<file path="config.mk">
export PLATFORM = sky130hd
export DESIGN_NAME = casl_top
export DESIGN_NICKNAME = d
export VERILOG_FILES = /design/src/rtl/casl_pkg.sv /design/src/rtl/casl_parity.sv /design/src/rtl/casl_hold_timer.sv /design/src/rtl/casl_top.sv
export SDC_FILE = /design/constraint.sdc
export NUM_CORES = 1
export LEC_CHECK = 0
export ABC_AREA = 1
export BUFFER_PORTS_ARGS = -buffer_cell sky130_fd_sc_hd__buf_2
export CAP_MARGIN = 10
export CORE_ASPECT_RATIO = 2
export CORE_MARGIN = 5
export CORE_UTILIZATION = 59
export CTS_CLUSTER_DIAMETER = 50
export DETAILED_ROUTE_END_ITERATION = 8
export GPL_TIMING_DRIVEN = 0
export PLACE_DENSITY = 0.87
export SLEW_MARGIN = 20
export SYNTH_ARGS = -nofsm -noshare
export SYNTH_HDL_FRONTEND = slang
export SYNTH_SLANG_ARGS = --single-unit
</file>
<file path="constraint.sdc">
create_clock -name mclk_i -period 4.1 [get_ports mclk_i]
set_clock_uncertainty 0.15 [all_clocks]
set_input_delay 0.82 -clock mclk_i [delete_from_list [all_inputs] [get_ports mclk_i]]
set_output_delay 0.82 -clock mclk_i [all_outputs]
set_load 0.05 [all_outputs]
</file>
<file path="src/rtl/casl_pkg.sv">
// casl_pkg: shared constants for the channel address select logic
package casl_pkg;

  // ---------------------------------------------------------------
  // clock and timing
  // ---------------------------------------------------------------
  localparam int unsigned CLK_HZ         = 20_000_000;
  localparam int unsigned DEV_CLK_HZ     = 5_000_000;
  localparam int unsigned DEV_CLK_DIV    = CLK_HZ / DEV_CLK_HZ;
  localparam int unsigned HOLD_TMO_SEC   = 5;
  // longest time rounds down; counted in device clock ticks
  localparam int unsigned HOLD_TMO_TICKS = HOLD_TMO_SEC * DEV_CLK_HZ;

  // ---------------------------------------------------------------
  // address field layout
  // ---------------------------------------------------------------
  localparam int unsigned ADDR_W     = 8;
  localparam int unsigned NIB_W      = 4;
  localparam int unsigned CU_LSB     = 4;
  localparam int unsigned DEV_LSB    = 0;
  localparam int unsigned CU_DECODES = 16;
  localparam int unsigned CU_SLOTS   = 8;

  // host write location that carries the timeout disable bit
  localparam logic [4:0] LOC_TMO_DISABLE = 5'h18;
  localparam int unsigned TMO_DISABLE_BIT = 3;

endpackage

</file>
<file path="src/rtl/casl_parity.sv">
// casl_parity: odd parity check and generation for a channel byte
`timescale 1ns/1ps
module casl_parity
  import casl_pkg::*;
#(
  parameter int unsigned WIDTH = ADDR_W
) (
  // byte and its parity
  input  wire logic [WIDTH-1:0] data_i,
  input  wire logic             par_i,
  // results
  output logic                  par_good_o,
  output logic                  par_gen_o
);

  initial begin
    if (WIDTH < 1) begin
      $error("casl_parity: WIDTH must be at least 1");
    end
  end

  // odd total count of ones means good; generated bit makes it odd
  assign par_good_o = ^{data_i, par_i};
  assign par_gen_o  = ~(^data_i);

endmodule

</file>
<file path="src/rtl/casl_hold_timer.sv">
// casl_hold_timer: channel hold timeout counter on the device clock
`timescale 1ns/1ps
module casl_hold_timer
  import casl_pkg::*;
#(
  parameter int unsigned TICKS = HOLD_TMO_TICKS
) (
  // clock and reset
  input  wire logic mclk_i,
  input  wire logic arst_n_i,
  // controls
  input  wire logic tick_i,
  input  wire logic clear_i,
  input  wire logic op_in_i,
  input  wire logic disable_i,
  // result
  output logic      expired_o
);

  localparam int unsigned CW = $clog2(TICKS + 1);
  localparam logic [CW-1:0] LAST = CW'(TICKS);

  initial begin
    if (TICKS < 1) begin
      $error("casl_hold_timer: TICKS must be at least 1");
    end
  end

  logic [CW-1:0] cnt_r;
  logic [CW-1:0] cnt_nxt;
  logic          exp_r;
  logic          exp_nxt;
  wire           at_end = (cnt_r == LAST);

  // restart on lowered op-in; held at zero while disabled
  assign cnt_nxt = (!op_in_i || disable_i) ? '0 :
                   (tick_i && !at_end) ? cnt_r + 1'b1 : cnt_r;
  // sticky until reset or init clears it
  assign exp_nxt = clear_i ? 1'b0 :
                   (exp_r || (at_end && op_in_i && !disable_i));

  // counter and timeout flag
  always_ff @(posedge mclk_i or negedge arst_n_i) begin
    if (!arst_n_i) begin
      cnt_r <= '0;
      exp_r <= 1'b0;
    end else begin
      cnt_r <= clear_i ? '0 : cnt_nxt;
      exp_r <= exp_nxt;
    end
  end

  assign expired_o = exp_r;

endmodule

</file>
<file path="src/rtl/casl_top.sv">
// casl_top: channel address recognition, select chain and hold timeout
//
// Summary of operation
// - decoder enabled only with address tag and good parity
// - address byte plus parity must be odd
// - check outbound parity, generate inbound parity
// - channel bit 0 becomes internal bit 7
// - high nibble unit, low nibble device
// - sixteen unit decodes, eight strapped slots
// - OR selected decodes, AND with device digit
// - device digit forced or compared with register
// - both matches drive phase 1 and 2 exit
// - operational-in held too long raises the sticky hold timeout flag
// - location 24 write loads bit 3 disable
// - timeout cleared by reset or initialize
// - recognised select captured, otherwise passed downstream
// - offline or unpowered bypasses select capture
// - online and power good routes select inward
// - hold-out keeps capture; drop releases at once
// - everything runs on the 20 MHz mclk, paced by a 5 MHz device tick
`timescale 1ns/1ps
module casl_top
  import casl_pkg::*;
#(
  parameter int unsigned SLOTS      = CU_SLOTS,
  parameter int unsigned TMO_TICKS  = HOLD_TMO_TICKS
) (
  // clock and reset
  input  wire logic              mclk_i,
  input  wire logic              arst_n_i,
  // channel outbound side, channel numbering bit 0 first
  input  wire logic [ADDR_W-1:0] channel_outbound_bus_i,
  input  wire logic              outbound_parity_bit_i,
  input  wire logic              address_tag_active_i,
  input  wire logic              select_out_i,
  input  wire logic              hold_out_tag_i,
  // channel inbound side
  input  wire logic [ADDR_W-1:0] inbound_data_i,
  output logic [ADDR_W-1:0]      channel_inbound_bus_o,
  output logic                   inbound_parity_o,
  // select chain to next control unit
  output logic                   select_out_next_o,
  // straps and configuration
  input  wire logic [NIB_W-1:0]  cu_strap_i [CU_SLOTS],
  input  wire logic              dev_digit_ignore_i,
  input  wire logic [ADDR_W-1:0] unit_address_register_i,
  // status of the unit
  input  wire logic              online_i,
  input  wire logic              dc_power_low_i,
  input  wire logic              operational_in_i,
  // host write port for the timeout disable
  input  wire logic              host_wr_i,
  input  wire logic [4:0]        host_loc_i,
  input  wire logic [15:0]       host_wdata_i,
  input  wire logic              host_init_i,
  // results
  output logic                   address_parity_good_o,
  output logic                   unit_address_match_o,
  output logic                   device_address_match_o,
  output logic                   select_capture_flop_o,
  output logic                   hold_timeout_o,
  output logic                   hold_timeout_disable_o,
  output logic                   dev_tick_o
);

  // -----------------------------------------------------------------
  // elaboration checks
  // -----------------------------------------------------------------
  // refuse settings that the slot table or the counters cannot serve
  initial begin
    if (SLOTS < 1 || SLOTS > CU_SLOTS) begin
      $error("casl_top: SLOTS must be 1 to 8");
    end
    if (DEV_CLK_DIV < 1) begin
      $error("casl_top: device clock divider below one");
    end
    if (TMO_TICKS < 1) begin
      $error("casl_top: TMO_TICKS must be at least 1");
    end
  end

  // -----------------------------------------------------------------
  // functions
  // -----------------------------------------------------------------
  // renumber channel bits: channel bit i lands on internal bit 7-i
  // one function serves both directions, so the two maps cannot drift
  function automatic logic [ADDR_W-1:0] renumber(
    input logic [ADDR_W-1:0] v
  );
    logic [ADDR_W-1:0] r;
    r = '0;
    for (int i = 0; i < ADDR_W; i++) begin
      r[ADDR_W-1-i] = v[i];
    end
    return r;
  endfunction

  // -----------------------------------------------------------------
  // device clock enable
  // -----------------------------------------------------------------
  localparam int unsigned DW = (DEV_CLK_DIV > 1) ? $clog2(DEV_CLK_DIV) : 1;
  localparam logic [DW-1:0] DIV_LAST = DW'(DEV_CLK_DIV - 1);

  logic [DW-1:0] div_r;
  logic [DW-1:0] div_nxt;
  wire           tick = (div_r == DIV_LAST);

  assign div_nxt = tick ? '0 : div_r + 1'b1;

  // one 5 MHz enable paces all channel strobing
  // a pulse, not a derived clock: both sides keep one timing reference
  always_ff @(posedge mclk_i or negedge arst_n_i) begin
    if (!arst_n_i) begin
      div_r <= '0;
    end else begin
      div_r <= div_nxt;
    end
  end

  assign dev_tick_o = tick;

  // -----------------------------------------------------------------
  // parity
  // -----------------------------------------------------------------
  wire [ADDR_W-1:0] addr_int = renumber(channel_outbound_bus_i);
  wire              par_good;
  wire              in_par;

  // renumbering keeps the count of ones, so the raw byte is checked
  // outbound check, odd total required
  casl_parity #(
    .WIDTH      (ADDR_W)
  ) u_par_out (
    .data_i     (channel_outbound_bus_i),
    .par_i      (outbound_parity_bit_i),
    .par_good_o (par_good),
    .par_gen_o  ()
  );

  // inbound generation on the bus we drive
  casl_parity #(
    .WIDTH      (ADDR_W)
  ) u_par_in (
    .data_i     (inbound_data_i),
    .par_i      (1'b0),
    .par_good_o (),
    .par_gen_o  (in_par)
  );

  // -----------------------------------------------------------------
  // address decode
  // -----------------------------------------------------------------
  wire [NIB_W-1:0] cu_nib  = addr_int[CU_LSB +: NIB_W];
  wire [NIB_W-1:0] dev_nib = addr_int[DEV_LSB +: NIB_W];
  wire             dec_en  = address_tag_active_i && par_good;
  wire [CU_DECODES-1:0] cu_onehot;
  wire [CU_SLOTS-1:0]   slot_hit;

  // without a tag or good parity the decode stays dark, so a byte
  // passing on an idle bus can never reach the match logic
  // full sixteen-way decode, gated by the enable
  genvar g;
  generate
    for (g = 0; g < CU_DECODES; g++) begin : g_dec
      assign cu_onehot[g] = dec_en && (cu_nib == NIB_W'(g));
    end
    // each slot picks one of the sixteen decodes through its strap
    // unused slots repeat the last used strap
    for (g = 0; g < CU_SLOTS; g++) begin : g_slot
      if (g < SLOTS) begin : g_use
        assign slot_hit[g] = cu_onehot[cu_strap_i[g]];
      end else begin : g_rep
        assign slot_hit[g] = cu_onehot[cu_strap_i[SLOTS-1]];
      end
    end
  endgenerate

  // any strapped slot that fires counts as a unit decode hit; the unit match also needs dev_cmp
  wire cu_any  = |slot_hit;
  // forced match or compare with low register bits
  wire dev_cmp = dev_digit_ignore_i ||
                 (dev_nib == unit_address_register_i[NIB_W-1:0]);
  // the device term is repeated on purpose: the unit match already
  // carries the digit compare, just as the two-legged gate does
  wire ua_hit  = cu_any && dev_cmp;
  wire da_hit  = dev_cmp && ua_hit;

  // -----------------------------------------------------------------
  // sampled match results
  // -----------------------------------------------------------------
  logic par_good_r;
  logic ua_r;
  logic da_r;
  wire  sample = tick && address_tag_active_i;

  // held values spare the phase logic a bus that changes under it;
  // the cost is up to one device tick of latency after the tag
  // sample on the tagged edge, hold for the phase logic
  always_ff @(posedge mclk_i or negedge arst_n_i) begin
    if (!arst_n_i) begin
      par_good_r <= 1'b0;
      ua_r       <= 1'b0;
      da_r       <= 1'b0;
    end else if (sample) begin
      par_good_r <= par_good;
      ua_r       <= ua_hit;
      da_r       <= da_hit;
    end
  end

  assign address_parity_good_o  = par_good_r;
  assign unit_address_match_o   = ua_r;
  assign device_address_match_o = da_r;

  // -----------------------------------------------------------------
  // inbound bus
  // -----------------------------------------------------------------
  logic [ADDR_W-1:0] in_bus_r;
  logic              in_par_r;

  // limitation: inbound data is taken on the tick only, so a byte
  // must stand for a whole device clock period to be sent
  // inbound data goes out in channel numbering
  always_ff @(posedge mclk_i or negedge arst_n_i) begin
    if (!arst_n_i) begin
      in_bus_r <= '0;
      in_par_r <= 1'b1;
    end else if (tick) begin
      in_bus_r <= renumber(inbound_data_i);
      in_par_r <= in_par;
    end
  end

  // inbound outputs come straight from flip-flops
  assign channel_inbound_bus_o = in_bus_r;
  assign inbound_parity_o      = in_par_r;

  // -----------------------------------------------------------------
  // select chain
  // -----------------------------------------------------------------
  // powered and online switches select inward; else straight through
  wire sel_in_path = online_i && !dc_power_low_i;
  logic sel_r;
  logic sel_nxt;

  // hold-out only keeps a capture; it never makes one on its own
  // capture on recognition, kept by hold-out, dropped with select
  assign sel_nxt = sel_in_path && select_out_i &&
                   ((tick && address_tag_active_i && ua_hit) ||
                    (sel_r && hold_out_tag_i));

  always_ff @(posedge mclk_i or negedge arst_n_i) begin
    if (!arst_n_i) begin
      sel_r <= 1'b0;
    end else begin
      sel_r <= sel_nxt;
    end
  end

  // the live match blocks the pass at once, before the flip-flop
  // fills, so the next unit never sees a runt select pulse
  // pass downstream unless captured; last unit loops to select-in
  assign select_out_next_o = sel_in_path ? (select_out_i && !sel_r &&
                             !(address_tag_active_i && ua_hit))
                           : select_out_i;
  assign select_capture_flop_o = sel_r;

  // -----------------------------------------------------------------
  // hold timeout
  // -----------------------------------------------------------------
  logic tmo_dis_r;
  wire  wr_loc24 = host_wr_i && (host_loc_i == LOC_TMO_DISABLE);

  // init leaves this flag alone; only a reset or a new write moves it
  // write to location 24 loads data bit 3
  always_ff @(posedge mclk_i or negedge arst_n_i) begin
    if (!arst_n_i) begin
      tmo_dis_r <= 1'b0;
    end else if (wr_loc24) begin
      tmo_dis_r <= host_wdata_i[TMO_DISABLE_BIT];
    end
  end

  assign hold_timeout_disable_o = tmo_dis_r;

  // the counter advances on the tick, so its limit is in device clocks
  // reset handled inside, init clears the flag
  casl_hold_timer #(
    .TICKS     (TMO_TICKS)
  ) u_tmo (
    .mclk_i    (mclk_i),
    .arst_n_i  (arst_n_i),
    .tick_i    (tick),
    .clear_i   (host_init_i),
    .op_in_i   (operational_in_i),
    .disable_i (tmo_dis_r),
    .expired_o (hold_timeout_o)
  );

endmodule

</file>
### Yosys cells after proc, flatten, opt, wreduce, memory -nomap -nowiden

Index checks and enable logic that the tools add are counted.

| word-level totals | value |
|---|---|
| bits in registers | 42 |
| input port bits | 89 |
| word-level logic and storage cells | 109 |
| output and inout port bits | 17 |

| cells by class | value |
|---|---|
| equality and inequality tests | 19 |
| reduce and logical (&&, ||, !) cells | 47 |
| $add $sub $neg | 2 |
| order comparisons | 8 |
| bitwise logic cells | 1 |
| mux-type cells | 22 |

Operators with widths:

| cell | number |
|---|---|
| $mux W25 | 3 |
| $lt A4 B5 Y1 const B | 8 |
| $bmux W1 S4 | 8 |
| $eq A4 B4 Y1 const B | 8 |
| $logic_and A1 B1 Y1 | 32 |
| $add A25 B1 Y25 const B | 1 |
| $eq A25 B25 Y1 const B | 1 |
| $eq A4 B3 Y1 const B | 4 |
| $mux W1 | 10 |
| $reduce_xor A9 Y1 | 1 |
| $eq A4 B2 Y1 const B | 2 |
| $reduce_or A8 Y1 | 1 |
| $reduce_xor A8 Y1 | 1 |
| $logic_not A1 Y1 | 6 |
| $eq A5 B5 Y1 const B | 1 |
| $eq A4 B1 Y1 const B | 1 |
| $eq A4 B4 Y1 | 1 |
| $logic_not A4 Y1 | 1 |
| $logic_or A1 B1 Y1 | 4 |
| $reduce_bool A3 Y1 | 1 |
| $add A2 B1 Y2 const B | 1 |
| $eq A2 B2 Y1 const B | 1 |
| $mux W2 | 1 |
| $not A1 Y1 | 1 |

### Longest topological paths before layout

| logic depth | value |
|---|---|
| depth after elaboration | 11 |
| depth in mapped cells | 23 |
| depth with buffers taken out | 21 |

### Hierarchy

Synthesis repeated with hierarchy kept, for this count alone.

| second synthesis, totals | value |
|---|---|
| cells, all modules | 787 |
| area, all modules | 4369.2 um^2 |

Modules (own cells, without submodules):

| module | area an instance (um^2) | seq. area each (um^2) | cells an instance | instances |
|---|---|---|---|---|
| casl_top | 2130.8 | 376.6 | 408 | 1 |
| casl_hold_timer | 1740.4 | 650.6 | 261 | 1 |
| casl_parity | 249.0 | 0.0 | 59 | 2 |

### Worst setup path after synthesis

No wires, ideal clock.

| path | value |
|---|---|
| kind | in2out |
| start | input outbound_parity_bit_i |
| end | output select_out_next_o |
| arrival | 2.680 ns |
| slack | 0.450 ns |
| path buffers | 2 |
| stages on the path | 23 |
| cell sequence | nand2_1 -> inv_1 -> nor2_1 -> nand2_1 -> nand2_1 -> nand2_1 -> nand3_2 -> nand2_2 -> buf_8 -> buf_6 -> nand4_1 -> nand3_1 -> nand2_1 -> nand2_1 -> nand3b_1 -> nand2_1 -> inv_2 -> nand2_1 -> nor2_1 -> nand2_2 -> nand2_1 -> nand3_1 -> nand2_1 |

| on the way | value |
|---|---|
| cells in the longest elaborated chain, start to end | 11 |
| elaborated cells between the ends (all ways) | 40 |

Ends and longest elaborated chain:

| what | RTL line | source |
|---|---|---|
| from (decl) | casl_top.sv:33 | `input wire logic outbound_parity_bit_i,` |
| $reduce_xor A9 Y1 (*) | casl_parity.sv:23 | `assign par_good_o = ^{data_i, par_i};` |
| $logic_and A1 B1 Y1 (*) | casl_top.sv:155 | `wire dec_en = address_tag_active_i && par_good;` |
| $logic_and A1 B1 Y1 | casl_top.sv:165 | `assign cu_onehot[g] = dec_en && (cu_nib == NIB_W'(g));` |
| $bmux W1 S4 | casl_top.sv:171 | `assign slot_hit[g] = cu_onehot[cu_strap_i[g]];` |
| $mux W1 (implied by the code) | casl_top.sv:171 |  |
| $reduce_or A8 Y1 (*) | casl_top.sv:179 | `wire cu_any = \|slot_hit;` |
| $logic_and A1 B1 Y1 (*) | casl_top.sv:185 | `wire ua_hit = cu_any && dev_cmp;` |
| $logic_and A1 B1 Y1 (*) | casl_top.sv:264 | `!(address_tag_active_i && ua_hit))` |
| $logic_not A1 Y1 (*) | casl_top.sv:264 |  |
| $logic_and A1 B1 Y1 (*) | casl_top.sv:263 | `assign select_out_next_o = sel_in_path ? (select_out_i && !sel_r &&` |
| $mux W1 (*) | casl_top.sv:263 |  |
| to (decl) | casl_top.sv:42 | `output logic select_out_next_o,` |

Mark *: on every way between the ends. The rest lies on a longest branch, timed or not. The select of a mux whose other input is x is not followed.

### Final worst setup path

| path | value |
|---|---|
| start | input channel_outbound_bus_i[5] |
| end | output select_out_next_o |

| on the way | value |
|---|---|
| cells in the longest elaborated chain, start to end | 11 |
| elaborated cells between the ends (all ways) | 42 |

Ends and longest elaborated chain:

| what | RTL line | source |
|---|---|---|
| from (decl) | casl_top.sv:32 | `input wire logic [ADDR_W-1:0] channel_outbound_bus_i,` |
| $reduce_xor A9 Y1 | casl_parity.sv:23 |  |
| $logic_and A1 B1 Y1 | casl_top.sv:155 |  |
| $logic_and A1 B1 Y1 | casl_top.sv:165 |  |
| $bmux W1 S4 | casl_top.sv:171 |  |
| $mux W1 (implied by the code) | casl_top.sv:171 |  |
| $reduce_or A8 Y1 | casl_top.sv:179 |  |
| $logic_and A1 B1 Y1 (*) | casl_top.sv:185 |  |
| $logic_and A1 B1 Y1 (*) | casl_top.sv:264 |  |
| $logic_not A1 Y1 (*) | casl_top.sv:264 |  |
| $logic_and A1 B1 Y1 (*) | casl_top.sv:263 |  |
| $mux W1 (*) | casl_top.sv:263 |  |

Marks and branches as above.

==> out/summary.txt <==
Combinational family with the most area after synthesis -> simple AND/OR/NAND/NOR gates
Fin. Hold Viols -> 0
Reg2reg path depth -> 18
Gr usage total -> 33.77%
CTS tree -> done
Num CTS Buffers -> 5
Leakage power total -> 2.456 nW
CTS root buf -> clkbuf_16
Final Net Count -> 873
Post-synth top area share -> 23.94%
Largest net degree at the start of global routing -> 42
H-tree depth -> 2
Slew Limit Fails -> 0
Post-route cell area -> 0.005162 mm²
Wire per inst -> 18.55 µm
Setup TNS -> 0 ps
CP Capture Point -> select_out_next_o
Switch Pwr -> 0.0004870 W
CP Launch Type -> primary input
Pwr Density -> 251.3 mW/mm²
Inserted Diodes -> 0
Final design utilization -> 74.38%
Initial core utilization -> 60.25%
Simple-Gate Fraction of Synth Area -> 54.16%
Layout cells sized above 1 -> 23.79%
Min Clock Period, post-route -> 4091 ps
CORE AREA -> 0.006940 mm²
Flop2flop setup slack -> 1060 ps
Cell accounting for the most synthesized area -> dfrtp_1
Crit Path Max Fanout -> 6
Synth cell count leaders -> nand2_1 (219), nand3_1 (94), nand4_1 (81), inv_1 (69), nor2_1 (45)
Number of flops mapped to enable cells by yosys -> 0
Average cell area after synthesis -> 6.051 µm²
Area grow syn2layout -> 23.46%
RSZ-0062 raised after global routing -> true
Final std cells w/o fill -> 872
Via density -> 6.255
Initial antenna violation count -> 0
Final wirelength -> 16.18 mm
I/O pin count -> 106
Proportion of synthesized chip area in sequential cells -> 24.57%
Clk pwr share -> 29.7%
Vias in the first global route -> 5301
Combinational Power Share -> 36.8%
Placer congestion estimate -> 1.020
Setup crit start -> channel_outbound_bus_i[5]
Chip width -> 69.53 µm
Fill cell count -> 584
Final setup fails -> 0
Synth Area in XOR/XNOR -> 2.513%
# port buffers -> 78
MaxCap Viol Count -> 0
Dpl hpwl -> 11.75 mm
RR Endpoint -> u_tmo.cnt_r[24]
FF+latch count, synth -> 41
Power share of the sequential group -> 33.4%
Full die area -> 0.008973 mm²
Final worst-path cycle share -> 99.78%
Placed inst area -> 0.004684 mm²
Sw Share -> 37.55%
Yosys cell types -> 40
Clock buffer depth -> 2
Global-route wire length before repair -> 24.12 mm
DRC Markers -> 0
Fmax achieved -> 244.4 MHz
DRT Pass-1 Iters -> 9
Post-synthesis mux area share -> 0.2693%
Clock Sinks -> 41
Worst Setup End Kind -> output pin
Post-synthesis cell count -> 691
Int Power -> 0.0008102 W
Synth area leaders -> dfrtp_1 (24%), nand2_1 (20%), nand4_1 (12%), nand3_1 (11%), inv_1 (6.2%)
Syn nets -> 783
Worst-Margin Slew -> 897.1 ps
Worst EP required -> 3130 ps
Setup CP Type -> primary input to output pin
Worst R2R Start -> hold_timeout_disable_o
Max IR drop VDD -> 0.1489 mV
Ys flop type -> dfrtp_1
Normalized max-slew margin -> 40.19%
Worst hold path class -> flip-flop to flip-flop
Count leader, synth -> nand2_1
Status -> finished, final reports clean
Clock latency on the worst-skew pair -> 290 ps
Total power -> 0.001297 W
Dpl cells -> 859
Synth warn -> 0
Reg clk slew, reported paths -> 50 ps
Die H -> 129.1 µm
Detail Route Antenna Nets -> 0
Post-Synthesis Cell Area -> 0.004182 mm²
Vias -> 5454
DRT iter0 DRCs -> 532
Synth async-reset ratio -> 100.0%
Rows -> 43
Adder-cell share of the synthesized area -> 0.8977%
Synth Area in Compound Gates -> 6.104%
Critical Path AT -> 3120 ps
GRT overflow -> 0
-- final cells by class --
class | count | area (µm²) | area share (%)
tap | 90 | 112.6 | 2.181
inverter | 81 | 311.5 | 6.035
timing repair buffer | 83 | 516.7 | 10.01
clock inverter | 3 | 17.52 | 0.3393
clock buffer | 5 | 125.1 | 2.424
buffer | 30 | 215.2 | 4.169
multi-input combinational | 539 | 2836 | 54.94
sequential | 41 | 1027 | 19.90
-- power groups by stage --
| stage | clock (W) | sequential, W | combinational [W] |
|---|---|---|---|
| 6_report | 0.000386 | 0.000434 | 0.000478 |
| 5_1_grt | 0.000407 | 0.000436 | 0.000513 |
| 4_1_cts | 0.000383 | 0.000434 | 0.000407 |
| 3_5_place_dp | 0 | 0.000441 | 0.000403 |
| 3_3_place_gp | 0 | 0.000440 | 0.000394 |
| 2_1_floorplan | 0 | 0.000486 | 0.000226 |
-- stage by stage --
step	hold WS, ps	setup WS (ps)
floorplan	253.1	450.5
global placement	264.6	-26.24
detailed placement	284.1	-52.97
CTS	292.3	10.54
global route	313.9	-192.9
finish	289.9	9.093
-- cell families (layout without fill, tap and decap cells) --
| logic type | count (synthesis) | after routing |
|---|---|---|
| and+or+nand+nor | 480 | 480 |
| buffers and inverters | 111 | 202 |
| DFF | 41 | 41 |
| AOI/OAI and AO/OA | 43 | 43 |
| muxes | 1 | 1 |
| adders and majority gates | 3 | 3 |
| xor gates and xnor gates | 12 | 12 |
-- critical path: stages --
cell,delay (ps)
buf_6,110
inv_2,50
nand2_1,70
nand2_1,120
nand2_1,90
nand2_2,100
nand2_2,70
nand3_4,100
nand2_4,100
clkbuf_16,180
nand3_4,100
buf_4,160
nand2_1,50
nand3_1,80
nand3_1,70
nand3_1,90
nand2_1,50
inv_1,70
nand2_2,60
nor2_2,110
nand2_2,80
nand2_1,60
nand3_1,60
nand2_1,100
buf_6,160
-- worst min path at each step --
| stage | startpoint | to | depth (start not counted) |
|---|---|---|---|
| after floorplan | div_r[0] | div_r[0] | 1 |
| after global placement | div_r[0] | div_r[0] | 1 |
| after detailed placement | div_r[0] | div_r[0] | 1 |
| after CTS | div_r[0] | div_r[0] | 1 |
| after global routing | div_r[0] | div_r[0] | 1 |
| final | div_r[0] | div_r[0] | 1 |
-- registers in the layout (all words and copies together), names as in the netlist --
register / count
address_parity_good_o: 1
u_tmo.expired_o: 1
hold_timeout_disable_o: 1
channel_inbound_bus_o: 8
unit_address_match_o: 1
select_capture_flop_o: 1
u_tmo.cnt_r: 25
inbound_parity_o: 1
div_r: 2
-- cells in the final DEF, fill, tap and decap left out, drive strengths merged, types with 2 or more instances in the layout --
cell / synthesis / layout
nand2: 225 / 225
nand4: 81 / 81
xor2: 2 / 2
a211oi: 3 / 3
nand3: 102 / 102
a21oi: 20 / 20
dfrtp: 40 / 40
xnor2: 10 / 10
buf: 18 / 93
o21ai: 14 / 14
clkinv: 2 / 4
ha: 3 / 3
nor4: 6 / 6
inv: 79 / 79
clkbuf: 12 / 25
nand3b: 5 / 5
nor3: 9 / 9
nor2: 52 / 52
-- metal layers --
metal  routed length, µm  GRT usage [%]  vias up
met5                   0              0        -
met4                1409          26.93        0
met3                 946          3.727      116
met2                8762          66.84      327
met1                5058          29.85     2491
li1                    -              -     2520
-- repair_timing --
action | in CTS | in global routing
pin swaps | 0 | 29
buffers inserted | 0 | 3
hold buffers | 0 | 0
endpoints found under the setup margin | 1 | 1
resized for setup | 4 | 83
cloned | 0 | 2
Power figures use the tool's default switching activity.
